`config.mk`:
```
export PLATFORM = sky130hd
export DESIGN_NAME = vdc_top
export DESIGN_NICKNAME = d
export VERILOG_FILES = /design/src/vdc_pkg.sv /design/src/vdc_sync.sv /design/src/vdc_top.sv
export SDC_FILE = /design/constraint.sdc
export NUM_CORES = 1
export LEC_CHECK = 0
export BUFFER_PORTS_ARGS = -buffer_cell sky130_fd_sc_hd__buf_2
export CAP_MARGIN = 20
export CORE_UTILIZATION = 46
export DETAILED_ROUTE_END_ITERATION = 16
export PLACE_DENSITY_LB_ADDON = 0.08
export SETUP_SLACK_MARGIN = 0.1
export SLEW_MARGIN = 20
export SYNTH_ARGS = -nofsm -noshare
export SYNTH_HDL_FRONTEND = slang
export SYNTH_SLANG_ARGS = --single-unit
```
`constraint.sdc`:
```
create_clock -name core_clk -period 2.2 [get_ports core_clk]
set_input_delay 0.44 -clock core_clk [delete_from_list [all_inputs] [get_ports core_clk]]
set_output_delay 0.44 -clock core_clk [all_outputs]
set_load 0.02 [all_outputs]
```
`src/vdc_pkg.sv`:
```
// Package for the supply trip detector control block.
// Assumes an APB slave with 32-bit data and a synchronous active-high reset.
package vdc_pkg;
  // ------------------------------------------------------------
  // Register map
  // ------------------------------------------------------------
  localparam logic [7:0] CTRL_OFFSET = 8'h00;
  localparam logic [7:0] STATUS_OFFSET = 8'h04;
  localparam logic [7:0] MASK_OFFSET = 8'h08;
  localparam logic [7:0] LEVEL_OFFSET = 8'h0c;
  // ------------------------------------------------------------
  // Control register fields and reset value
  // ------------------------------------------------------------
  localparam int DIR_BIT = 7;
  localparam int UNUSED_BIT = 6;
  localparam int STABLE_BIT = 5;
  localparam int ENABLE_BIT = 4;
  localparam int LEVEL_MSB = 3;
  localparam logic [7:0] CTRL_RESET = 8'h05;
  localparam logic [7:0] CTRL_WMASK = 8'h9f;
  localparam logic [3:0] EXT_PIN_CODE = 4'hf;
  // ------------------------------------------------------------
  // Status bits
  // ------------------------------------------------------------
  localparam int TRIP_BIT = 0;
  localparam int STABLE_EV_BIT = 1;
  localparam int NUM_EVENTS = 2;
  // ------------------------------------------------------------
  // Timing
  // ------------------------------------------------------------
  localparam int SETTLE_NS = 20000;
  localparam int CLK_NS = 100;
  localparam int SETTLE_CYCLES = (SETTLE_NS + CLK_NS - 1) / CLK_NS;
  typedef enum logic [1:0] {VDC_OFF, VDC_SETTLE, VDC_READY} vdc_state_t;
endpackage

```
`src/vdc_sync.sv`:
```
// Two-stage synchroniser for the comparator output.
// Assumes a single clock and a synchronous active-high reset.
`timescale 1ns/1ps
module vdc_sync (
  // Clock and reset
  input wire logic core_clk,
  input wire logic rst,
  // Data
  input wire logic d_in,
  output logic q_out
);
  logic stage1_reg;
  always_ff @(posedge core_clk) begin
    if (rst) begin
      stage1_reg <= 1'b0;
      q_out <= 1'b0;
    end else begin
      stage1_reg <= d_in;
      q_out <= stage1_reg;
    end
  end
endmodule

```
`src/vdc_top.sv`:
```
// Control, settling and event logic around a supply trip detector.
// Assumes an APB master on core_clk and an analog comparator modelled as input.
`timescale 1ns/1ps
// Functional notes
// - Detector powered and trips produced only while enable bit is one.
// - Each enable restarts settling; stable flag low until settling ends.
// - Stable flag is read-only; reads return current stability.
// - No trip flag before stable flag rises after latest enable.
// - Direction clear: supply falling below trip point is the event.
// - Direction set: supply rising above trip point is the event.
// - Crossing in configured direction sets the trip interrupt flag.
// - Unmasked set flag raises the interrupt request.
// - Four-bit level selects threshold; one code selects external pin.
// - Bit 6 reads zero and ignores writes.
module vdc_top #(
  parameter int SETTLE_COUNT = vdc_pkg::SETTLE_CYCLES
) (
  // Clock and reset
  input wire logic core_clk,
  input wire logic rst,
  // APB slave
  input wire logic psel,
  input wire logic penable,
  input wire logic pwrite,
  input wire logic [7:0] paddr,
  input wire logic [31:0] pwdata,
  output logic [31:0] prdata,
  output logic pready,
  output logic pslverr,
  // Analog side
  input wire logic supply_above_trip,
  input wire logic ref_settled,
  output logic detector_power,
  output logic [3:0] trip_level_select,
  output logic use_external_sense_pin,
  // Interrupt
  output logic irq
);
  // ------------------------------------------------------------
  // Register state
  // ------------------------------------------------------------
  logic [7:0] ctrl_reg;
  logic [1:0] status_reg;
  logic [1:0] mask_reg;
  logic [1:0] status_next;
  logic [7:0] ctrl_next;
  logic [1:0] mask_next;
  logic [1:0] event_set;
  logic [1:0] clear_bits;
  // ------------------------------------------------------------
  // Bus and settling state
  // ------------------------------------------------------------
  logic [31:0] read_word;
  logic access_phase;
  logic access_done;
  logic write_done;
  logic read_done;
  logic addr_known;
  localparam int CNT_W = $clog2(SETTLE_COUNT + 1);
  localparam logic [CNT_W-1:0] CNT_LAST = CNT_W'(SETTLE_COUNT - 1);
  vdc_pkg::vdc_state_t state_reg;
  vdc_pkg::vdc_state_t state_next;
  logic [CNT_W-1:0] settle_cnt_reg;
  logic enable;
  logic stable;
  logic above_sync;
  logic trip_cond;
  logic cond_prev_reg;
  logic trip_event;
  genvar gi;

  // ------------------------------------------------------------
  // Helper functions
  // ------------------------------------------------------------
  function automatic logic addr_is(input logic [7:0] addr, input logic [7:0] offset);
    return addr == offset;
  endfunction

  function automatic logic is_ext(input logic [3:0] level);
    return level == vdc_pkg::EXT_PIN_CODE;
  endfunction

  function automatic logic [7:0] ctrl_view(input logic [7:0] stored, input logic stable_now);
    logic [7:0] view;
    view = stored & vdc_pkg::CTRL_WMASK;
    view[vdc_pkg::STABLE_BIT] = stable_now;
    view[vdc_pkg::UNUSED_BIT] = 1'h0;
    return view;
  endfunction

  // ------------------------------------------------------------
  // Bus decode
  // ------------------------------------------------------------
  assign access_phase = psel && penable && !pready;
  assign access_done = psel && penable && pready;
  assign write_done = access_done && pwrite;
  assign read_done = access_done && !pwrite;
  assign addr_known = addr_is(paddr, vdc_pkg::CTRL_OFFSET) ||
    addr_is(paddr, vdc_pkg::STATUS_OFFSET) ||
    addr_is(paddr, vdc_pkg::MASK_OFFSET) ||
    addr_is(paddr, vdc_pkg::LEVEL_OFFSET);

  always_comb begin
    read_word = 32'h0000_0000;
    if (addr_is(paddr, vdc_pkg::CTRL_OFFSET)) begin
      read_word[7:0] = ctrl_view(ctrl_reg, stable);
    end else if (addr_is(paddr, vdc_pkg::STATUS_OFFSET)) begin
      read_word[1:0] = status_reg;
    end else if (addr_is(paddr, vdc_pkg::MASK_OFFSET)) begin
      read_word[1:0] = mask_reg;
    end else if (addr_is(paddr, vdc_pkg::LEVEL_OFFSET)) begin
      read_word[vdc_pkg::LEVEL_MSB:0] = ctrl_reg[vdc_pkg::LEVEL_MSB:0];
    end
  end

  // The slave inserts one wait state, so read data stands when pready is high.
  always_ff @(posedge core_clk) begin
    if (rst) begin
      pready <= 1'h0;
      pslverr <= 1'h0;
      prdata <= 32'h0000_0000;
    end else begin
      pready <= access_phase;
      pslverr <= access_phase && !addr_known;
      if (access_phase && !pwrite) begin
        prdata <= read_word;
      end
    end
  end

  // ------------------------------------------------------------
  // Control register
  // ------------------------------------------------------------
  always_comb begin
    ctrl_next = ctrl_reg;
    if (write_done && addr_is(paddr, vdc_pkg::CTRL_OFFSET)) begin
      ctrl_next = pwdata[7:0] & vdc_pkg::CTRL_WMASK;
    end
  end

  always_ff @(posedge core_clk) begin
    if (rst) begin
      ctrl_reg <= vdc_pkg::CTRL_RESET;
    end else begin
      ctrl_reg <= ctrl_next;
    end
  end

  always_ff @(posedge core_clk) begin
    if (rst) begin
      detector_power <= vdc_pkg::CTRL_RESET[vdc_pkg::ENABLE_BIT];
      trip_level_select <= vdc_pkg::CTRL_RESET[vdc_pkg::LEVEL_MSB:0];
      use_external_sense_pin <= is_ext(vdc_pkg::CTRL_RESET[vdc_pkg::LEVEL_MSB:0]);
    end else begin
      detector_power <= ctrl_next[vdc_pkg::ENABLE_BIT];
      trip_level_select <= ctrl_next[vdc_pkg::LEVEL_MSB:0];
      use_external_sense_pin <= is_ext(ctrl_next[vdc_pkg::LEVEL_MSB:0]);
    end
  end

  // ------------------------------------------------------------
  // Interrupt mask
  // ------------------------------------------------------------
  always_comb begin
    mask_next = mask_reg;
    if (write_done && addr_is(paddr, vdc_pkg::MASK_OFFSET)) begin
      mask_next = pwdata[1:0];
    end
  end

  always_ff @(posedge core_clk) begin
    if (rst) begin
      mask_reg <= 2'h0;
    end else begin
      mask_reg <= mask_next;
    end
  end

  // ------------------------------------------------------------
  // Settling sequence
  // ------------------------------------------------------------
  assign enable = ctrl_reg[vdc_pkg::ENABLE_BIT];
  assign stable = state_reg == vdc_pkg::VDC_READY;

  always_comb begin
    state_next = state_reg;
    unique case (state_reg)
      vdc_pkg::VDC_OFF: begin
        if (enable) begin
          state_next = vdc_pkg::VDC_SETTLE;
        end
      end
      vdc_pkg::VDC_SETTLE: begin
        if (!enable) begin
          state_next = vdc_pkg::VDC_OFF;
        end else if (settle_cnt_reg == CNT_LAST && ref_settled) begin
          state_next = vdc_pkg::VDC_READY;
        end
      end
      vdc_pkg::VDC_READY: begin
        if (!enable) begin
          state_next = vdc_pkg::VDC_OFF;
        end
      end
      default: begin
        state_next = vdc_pkg::VDC_OFF;
      end
    endcase
  end

  always_ff @(posedge core_clk) begin
    if (rst) begin
      state_reg <= vdc_pkg::VDC_OFF;
    end else begin
      state_reg <= state_next;
    end
  end

  always_ff @(posedge core_clk) begin
    if (rst) begin
      settle_cnt_reg <= '0;
    end else if (state_reg != vdc_pkg::VDC_SETTLE) begin
      settle_cnt_reg <= '0;
    end else if (settle_cnt_reg != CNT_LAST) begin
      settle_cnt_reg <= settle_cnt_reg + 1'h1;
    end
  end

  // ------------------------------------------------------------
  // Trip detection
  // ------------------------------------------------------------
  vdc_sync i_sync (
    .core_clk(core_clk),
    .rst(rst),
    .d_in(supply_above_trip),
    .q_out(above_sync)
  );

  always_comb begin
    if (ctrl_reg[vdc_pkg::DIR_BIT]) begin
      trip_cond = above_sync;
    end else begin
      trip_cond = !above_sync;
    end
  end

  // Remembering the last condition makes a held excursion count only once.
  always_ff @(posedge core_clk) begin
    if (rst) begin
      cond_prev_reg <= 1'h0;
    end else begin
      cond_prev_reg <= stable && trip_cond;
    end
  end

  assign trip_event = enable && stable &&
    trip_cond && !cond_prev_reg;

  // ------------------------------------------------------------
  // Event status
  // ------------------------------------------------------------
  always_comb begin
    event_set = 2'h0;
    event_set[vdc_pkg::TRIP_BIT] = trip_event;
    event_set[vdc_pkg::STABLE_EV_BIT] = state_next == vdc_pkg::VDC_READY && !stable;
  end

  always_comb begin
    clear_bits = 2'h0;
    if (read_done && addr_is(paddr, vdc_pkg::STATUS_OFFSET)) begin
      clear_bits = prdata[1:0];
    end
  end

  // Only the bits that the read returned are cleared, and a new event wins.
  generate
    for (gi = 0; gi < vdc_pkg::NUM_EVENTS; gi = gi + 1) begin : g_status
      assign status_next[gi] = event_set[gi] | (status_reg[gi] & !clear_bits[gi]);
    end
  endgenerate

  always_ff @(posedge core_clk) begin
    if (rst) begin
      status_reg <= 2'h0;
    end else begin
      status_reg <= status_next;
    end
  end

  always_ff @(posedge core_clk) begin
    if (rst) begin
      irq <= 1'h0;
    end else begin
      irq <= |(status_reg & mask_reg);
    end
  end

  // ------------------------------------------------------------
  // Assertions
  // ------------------------------------------------------------
  power_gate_a: assert property (@(posedge core_clk) disable iff (rst)
    trip_event |-> detector_power && enable)
    else $error("trip event while the detector is off");

  settle_restart_a: assert property (@(posedge core_clk) disable iff (rst)
    $rose(enable) |-> !stable)
    else $error("stable flag high at a fresh enable");

  stable_view_a: assert property (@(posedge core_clk) disable iff (rst)
    access_phase && !pwrite && addr_is(paddr, vdc_pkg::CTRL_OFFSET) |=>
    prdata[vdc_pkg::STABLE_BIT] == $past(stable))
    else $error("stable bit read back wrongly");

  trip_gated_a: assert property (@(posedge core_clk) disable iff (rst)
    $rose(status_reg[vdc_pkg::TRIP_BIT]) |-> $past(stable))
    else $error("trip flag set before settling ended");

  irq_follows_a: assert property (@(posedge core_clk) disable iff (rst)
    irq == $past(|(status_reg & mask_reg)))
    else $error("interrupt does not follow the unmasked flags");

  ext_code_a: assert property (@(posedge core_clk) disable iff (rst)
    use_external_sense_pin == is_ext(trip_level_select))
    else $error("external sense select does not match the level code");

  unused_zero_a: assert property (@(posedge core_clk) disable iff (rst)
    pready |-> !prdata[vdc_pkg::UNUSED_BIT])
    else $error("unused control bit reads as one");

  flag_held_a: assert property (@(posedge core_clk) disable iff (rst)
    status_reg[vdc_pkg::TRIP_BIT] && !clear_bits[vdc_pkg::TRIP_BIT] |=>
    status_reg[vdc_pkg::TRIP_BIT])
    else $error("trip flag dropped without a clearing read");
endmodule

```
==> impl_metrics.csv, run 1 <==
group,metric,value,unit
placed_design,hpwl,2.61,mm
worst_setup_path,worst_path_max_delay_cell,"or4_4",
clocking,tritoncts,"yes",
worst_setup_path,critical_path.cell_chain,"buf_2 -> or4_4 -> or4_4 -> mux2_4",
logic_synthesis,synth_area_leader_cell,"dfxtp_1",
worst_setup_path,critical_path.max_fanout,2,
clocking,cts_inserted_buffers,5,
worst_setup_path,path_buf_inv,1,
sta,finalSetupViolCount,0,
logic_synthesis,post_synth_inst_count,197,
sta,fin_skew,0.00484,ns
placed_design,place_worst_setup_slack,0.123,ns
logic_synthesis,flip_flop_and_latch_count_after_synthesis,34,
clocking,cts.clk_slew.worst_paths,0.07,ns
sta,max_clock_freq,564,MHz
sta,timing.final.hold_violations,0,
floorplan,core,3720,um^2
clocking,h-tree-depth,2,
route,routedWlPerCell,12.3,um
global_routing,global_route.usage.total,17.9,%
finish,layout-drive-gt1-share,26.7,%
finish,largest_register_ffs,8,
logic_synthesis,synth.yosys.warnings,0,
global_routing,number_of_global_route_vias_before_repair,1301,
power,p_leak,0.807,nW
worst_setup_path,timing.reg2reg.worst_path_depth,4,
floorplan,initial_core_util,48.8,%
route,dr.pass1.iters,4,
run,maxCapViolations,0,
clocking,post_cts_resized,0,
logic_synthesis,synth.top_cells.by_area,"dfxtp_1 38%, buf_4 12%, mux2i_1 6.6%",
placed_design,globalplace.congestion,0.798,
worst_hold_path,hold_path.class,"primary input to register",
finish,nFillCells,374,
global_routing,grt_antenna_before_repair,0,
sta,finalMaxSlewViolations,0,
sta,post-route-period-util,80.6,%
route,detail_route.vias_per_cell,4.93,
global_routing,globalRoute.totalOverflow,0,
floorplan,die_height,64.8,um
route,detailed_router_s_first_iteration_violation_count,50,
worst_setup_path,path_class,"primary input to register",
route,drt-total-wl,3.43,mm
finish,mostFrequentLayoutCell,"buf_2",
sta,tns,0,ns
global_routing,grt_max_degree,23,
worst_setup_path,required,2.37,ns
route,ant_nets,0,
clocking,cts_max_path_buffers,2,
worst_setup_path,crit_cells,4,
worst_setup_path,cpMostUsedCell,"or4_4",
logic_synthesis,number_of_flops_mapped_to_enable_cells_by_yosys,0,
floorplan,chipWidth,64.8,um
worst_setup_path,worst_setup_path_startpoint,"paddr[1]",
clocking,clock_sink_count,34,
sta,timing.final.crit_period,1.77,ns
clocking,post_cts_hold_buffer_count,0,
worst_setup_path,worst_setup_path_start_kind,"primary input",
finish,fin_util,54.4,%
finish,multi_input_area,948,um^2
clocking,post_cts_buffers,0,
clocking,insertion_delay,0.28,ns
clocking,clock-root-buffer,"clkbuf_8",
worst_setup_path,timing.rr.start,"settle_cnt_reg[0]$_SDFFE_PP0P_",
worst_setup_path,end_point_of_the_critical_path,"use_external_sense_pin$_SDFF_PP0_",
floorplan,full_die_area,4200,um^2
finish,seq_area,681,um^2
logic_synthesis,postSynth.asyncResetShare,0,%
worst_setup_path,worst-endpoint-arrival,1.95,ns
finish,antenna-diode-count,0,
logic_synthesis,synthFlopType,"dfxtp_1",
finish,layout.cells.most_common_list,"36 x buf_2, 34 x dfxtp_1, 25 x conb_1, 15 x nand2b_1, 12 x mux2i_1",
placed_design,placement.io_buffers,36,
global_routing,grt_pass1_wl,5.71,mm
finish,flow.area_growth_from_synthesis,11.5,%
run_status,outcome,"completed",
power,cellPowerDensity,597,nW/um^2
logic_synthesis,syn-mean-instance-area,9.20,um^2
worst_setup_path,capture_point_of_the_worst_reg_to_reg_path,"status_reg[1]$_SDFF_PP0_",
worst_setup_path,critical-path-top-delay-family,"simple AND/OR/NAND/NOR gates",
logic_synthesis,synth_cell_types,42,
power,peakVddDrop,0.000418,V
floorplan,top_level_ports,88,
route,route.detailed.drc,0,
sta,grt_setup_unrepaired,"no",
floorplan,core.rowCount,22,
worst_setup_path,rrSetupSlack,0.46,ns
sta,final_critical_path_setup_slack,0.426,ns
worst_setup_path,timing.critical_path.slowest_cell_delay,0.56,ns
worst_setup_path,setup.worst_path.end_class,"register",
route,via_count,1380,
finish,nNetsFinal,279,
logic_synthesis,synth_seq_area_share,37.5,%
logic_synthesis,post_synth_top_area_share,37.5,%
logic_synthesis,synthesis.area,1810,um^2
worst register-to-register path, cell delays in order (launching register included):
cell      delay (ns)
dfxtp_1         0.42
ha_1            0.26
nand4b_1        0.25
or4_1           0.59
o22ai_1         0.16
power by group:
group	switching, mW	internal, mW
combinational	0.0737	0.0360
sequential	0.00128	0.618
clock	0.226	0.251
total	0.301	0.906
layout make-up:
class,instances,area share (%)
Clock buffer,6,4.09
Clock inverter,2,0.619
Inverter,3,0.557
Multi-Input combinational cell,145,46.9
Sequential cell,34,33.7
Tap cell,48,2.97
Timing Repair Buffer,42,11.1
cell usage after synthesis (2+ instances only):
master,count
or3_1,5
nor3_1,3
nand2b_1,15
nor4_1,3
clkbuf_1,9
or4_4,2
xor2_1,4
nand3b_1,8
nand2_1,4
inv_1,3
o21ai_0,9
nor2b_1,2
nand4_1,3
or2_2,2
nor2_1,9
nand3_1,5
o41ai_1,2
dfxtp_1,34
or4bb_1,2
o21ai_1,2
a21oi_1,4
buf_4,29
or4_1,3
nor3b_1,3
mux2_2,2
or3b_2,3
mux2i_1,12
routing by layer:
| metal | up-vias | track usage [%] | wire [um] |
|---|---|---|---|
| met2 | 50 | 28.4 | 1540 |
| met3 | 9 | 3.87 | 212 |
| met4 | 0 | 11.7 | 110 |
| li1 | 703 | - | - |
| met1 | 618 | 21.5 | 1570 |
| met5 | - | 0 | 0 |
metrics by stage:
stage / power, mW / instance area, um^2 / instances / hold WS (ns)
after floorplan: 0.748 / 1900 / 221 / 0.414
after global placement: 0.741 / 1930 / 272 / 0.426
after detailed placement: 0.743 / 1930 / 272 / 0.450
after CTS: 1.22 / 2020 / 280 / 0.356
after global routing: 1.25 / 2020 / 280 / 0.369
final: 1.21 / 2020 / 280 / 0.363
kinds of logic after synthesis:
kind of cell	count (synthesis)	share of synthesized area, %
flip-flops	34	37.5
XOR/XNOR	5	2.42
AO/OA/AOI/OAI	22	7.18
buffers and inverters	42	15.1
multiplexers	15	8.70
AND/OR/NAND/NOR	77	28.2
other	1	0.207
adder cells (fa/ha/maj)	1	0.690
worst min-delay path by stage:
stage                                       startpoint                      endpoint  slack (ns)  depth (start not counted)
after floorplan           i_sync.stage1_reg$_SDFF_PP0_       i_sync.q_out$_SDFF_PP0_        0.41                          1
after global placement    i_sync.stage1_reg$_SDFF_PP0_       i_sync.q_out$_SDFF_PP0_        0.43                          1
after detailed placement  i_sync.stage1_reg$_SDFF_PP0_       i_sync.q_out$_SDFF_PP0_        0.45                          1
after CTS                            supply_above_trip  i_sync.stage1_reg$_SDFF_PP0_        0.36                          2
after global routing                 supply_above_trip  i_sync.stage1_reg$_SDFF_PP0_        0.37                          2
final                                supply_above_trip  i_sync.stage1_reg$_SDFF_PP0_        0.36                          2
(Power assumes the default switching activity.)
==> run 2, diff against run 1 <==
--- a/config.mk
+++ b/config.mk
@@ -5,9 +5,10 @@
 export SDC_FILE = /design/constraint.sdc
 export NUM_CORES = 1
 export LEC_CHECK = 0
+export ABC_AREA = 1
 export BUFFER_PORTS_ARGS = -buffer_cell sky130_fd_sc_hd__buf_2
 export CAP_MARGIN = 20
-export CORE_UTILIZATION = 46
+export CORE_UTILIZATION = 41
 export DETAILED_ROUTE_END_ITERATION = 16
 export PLACE_DENSITY_LB_ADDON = 0.08
 export SETUP_SLACK_MARGIN = 0.1
==> constraint.sdc (replaced) <==
create_clock -name core_clk -period 1.5 [get_ports core_clk]
set_input_delay 0.3 -clock core_clk [delete_from_list [all_inputs] [get_ports core_clk]]
set_output_delay 0.3 -clock core_clk [all_outputs]
set_load 0.02 [all_outputs]
==> run 2 against run 1 <==
Net effect:
- via count is 7.9% higher
- clock skew is 0.0032 ns lower
- routed wire length increased by 1.2%
- final area grew 2.5%
- largest cell class unchanged
- largest power group unchanged
==> impl_metrics.csv, run 2 <==
group,metric,value,unit
route,routedWlPerCell,10.6,um
sta,timing.final.crit_period,1.32,ns
clocking,cts_max_path_buffers,2,
power,cellPowerDensity,854,nW/um^2
global_routing,grt_util_met1,22.3,%
worst_setup_path,worst_setup_path_start_kind,"register",
power,power.combinational.fraction,9.3,%
logic_synthesis,synth.yosys.warnings,0,
global_routing,use_met3,6.00,%
route,ant_nets,0,
sta,finalSetupViolCount,0,
floorplan,chipWidth,68.1,um
global_routing,globalRoute.totalOverflow,0,
route,route.detailed.drc,0,
floorplan,full_die_area,4640,um^2
finish,finalInstanceArea,2070,um^2
worst_setup_path,timing.critical_path.slowest_cell_delay,0.37,ns
worst_setup_path,path_class,"register to register",
sta,max_clock_freq,758,MHz
logic_synthesis,synth_area_leader_cell,"dfxtp_1",
finish,largest_register_ffs,8,
placed_design,placed_cells_incl_taps,318,
global_routing,number_of_global_route_vias_before_repair,1262,
logic_synthesis,ys_top_cells_by_count,"36 x nand2_1, 34 x dfxtp_1, 29 x buf_4",
power,clockPowerShare,39.2,%
power,peakVddDrop,0.000740,V
logic_synthesis,number_of_flops_mapped_to_enable_cells_by_yosys,0,
logic_synthesis,syn-mean-instance-area,7.62,um^2
finish,flow.area_growth_from_synthesis,15.7,%
logic_synthesis,postSynth.asyncResetShare,0,%
sta,tns,0,ns
global_routing,grt_pass1_wl,5.64,mm
worst_setup_path,worst_path_max_delay_cell,"dfxtp_4",
floorplan,core.rowCount,23,
sta,fin_skew,0.00165,ns
global_routing,grt_antenna_before_repair,0,
finish,layout.cells.most_common_list,"36 x nand2_1, 36 x buf_2, 32 x dfxtp_1, 27 x nand3_1",
clocking,h-tree-depth,2,
route,dr.pass1.iters,4,
worst_setup_path,required,1.68,ns
logic_synthesis,synth.top_cells.by_area,"dfxtp_1 38%, buf_4 12%, nand2_1 7.5%",
route,via_count,1489,
worst_setup_path,critical_path.cell_chain,"ha_4 -> nand2_4 -> nor3_2 -> nand4_1 -> o211ai_1 -> inv_1",
power,power_frac_seq,51.5,%
placed_design,globalplace.congestion,0.798,
logic_synthesis,synthFlopType,"dfxtp_1",
worst_hold_path,hold_path.class,"primary input to register",
route,detailed_router_s_first_iteration_violation_count,70,
worst_setup_path,worst-endpoint-arrival,1.50,ns
power,p_leak,1.00,nW
logic_synthesis,yosysMostFrequentCell,"nand2_1",
logic_synthesis,post_synth_top_area_share,38.0,%
power,power_report.internal_total,1.32,mW
sta,timing.final.hold_violations,0,
floorplan,top_level_ports,88,
logic_synthesis,synth_cell_types,35,
finish,nNetsFinal,325,
floorplan,die_height,68.1,um
run,maxCapViolations,0,
placed_design,postPlaceCellArea,1930,um^2
route,detail_route.vias_per_cell,4.54,
floorplan,initial_core_util,43.8,%
logic_synthesis,post_synth_inst_count,235,
sta,final.hold.worst_slack,0.215,ns
clocking,insertion_delay,0.28,ns
route,drt-total-wl,3.47,mm
logic_synthesis,synthesis.area,1790,um^2
logic_synthesis,flip_flop_and_latch_count_after_synthesis,34,
sta,post-route-period-util,88.0,%
placed_design,placement.io_buffers,36,
clocking,clock-root-buffer,"clkbuf_8",
run_status,outcome,"completed",
finish,antenna-diode-count,0,
power,switchingPower,0.447,mW
finish,fin_cells,328,
global_routing,global_route.usage.total,16.7,%
global_routing,globalRouteMet2Util,24.4,%
power,power_switching_share,25.3,%
global_routing,grt_max_degree,11,
placed_design,hpwl,2.64,mm
floorplan,core,4090,um^2
clocking,clock_sink_count,34,
clocking,cts.clk_slew.worst_paths,0.07,ns
logic_synthesis,synth_seq_area_share,38.0,%
finish,layout-drive-gt1-share,25.9,%
clocking,cts_inserted_buffers,5,
worst_setup_path,critical_path.max_fanout,5,
clocking,tritoncts,"yes",
worst_setup_path,setup.worst_path.end_class,"register",
sta,grt_setup_unrepaired,"yes",
sta,finalMaxSlewViolations,0,
global_routing,gr-max-usage-layer,"met2",
worst_setup_path,rrSetupSlack,0.18,ns
-- run 2: changes by cell type after synthesis, moves of 7 or more --
cell and delta:
nand2_1 +32, inv_1 +22, nand3_1 +22, nand2b_1 -15, a21oi_1 +13, mux2i_1 -12, clkbuf_1 -9, nor2_1 +8
nand3b_1 -7
-- run 2: power by group through the flow --
stage	registers (mW)	logic, mW	clock network [mW]
after CTS	0.912	0.160	0.711
after floorplan	0.939	0.154	0
after global placement	0.933	0.160	0
final	0.911	0.165	0.694
after global routing	0.911	0.184	0.751
after detailed placement	0.933	0.160	0
-- run 2: kinds of logic after synthesis --
| group | after synthesis | share of synthesized area, % |
|---|---|---|
| and+or+nand+nor | 109 | 32.1 |
| buffers and inverters | 57 | 18.1 |
| DFF | 34 | 38.0 |
| AOI/OAI and AO/OA | 28 | 8.46 |
| xor gates and xnor gates | 5 | 2.45 |
| adders and majority gates | 1 | 0.699 |
| other | 1 | 0.209 |
-- run 2: through the flow --
| stage | total power, mW | utilization, % | setup WS, ns |
|---|---|---|---|
| CTS | 1.78 | 49.7 | 0.124 |
| detailed placement | 1.09 | 47.2 | 0.0842 |
| global route | 1.85 | 50.7 | 0.0642 |
| floorplan | 1.09 | - | 0.223 |
| global placement | 1.09 | 47.2 | 0.105 |
| finish | 1.77 | 50.7 | 0.180 |
-- run 2: cell type report --
| cell class | instances | area (um^2) |
|---|---|---|
| inverters | 26 | 97.6 |
| fillers | 416 | 2010 |
| clock buffers | 7 | 86.3 |
| clock inverters | 1 | 5.00 |
| flip-flops and latches | 34 | 686 |
| repair buffers | 42 | 238 |
| multi-input cells | 168 | 897 |
| well taps | 50 | 62.6 |
-- run 2: worst max-delay path, delay by kind of cell, from the launching register on --
kind / cells / cell delay (ns)
fa+ha+maj: 1 / 0.14
compound gates: 1 / 0.24
flops: 1 / 0.37
buf+inv: 1 / 0.05
simple gates: 3 / 0.40
-- run 2: path summary, 6_finish.rpt --
path                                   from                      endpoint  cells past startpoint
max reg2reg  settle_cnt_reg[1]$_SDFFE_PP0P_       state_reg[0]$_SDFF_PP0_                      6
min                       supply_above_trip  i_sync.stage1_reg$_SDFF_PP0_                      3
min reg2reg    i_sync.stage1_reg$_SDFF_PP0_       i_sync.q_out$_SDFF_PP0_                      2
max          settle_cnt_reg[1]$_SDFFE_PP0P_       state_reg[0]$_SDFF_PP0_                      6
-- run 2: what timing repair did --
action / in CTS / in global routing
hold buffers: 0 / 0
gates resized for setup: 2 / 5
buffers inserted: 1 / 1
pin swaps: 1 / 2
endpoints found under the setup margin: 1 / 5
-- run 2: metal layers --
metal / wire length [um] / vias to the layer above
met1: 1750 / 653
li1: - / 781
met5: 0 / -
met2: 1460 / 50
met3: 222 / 5
met4: 45 / 0
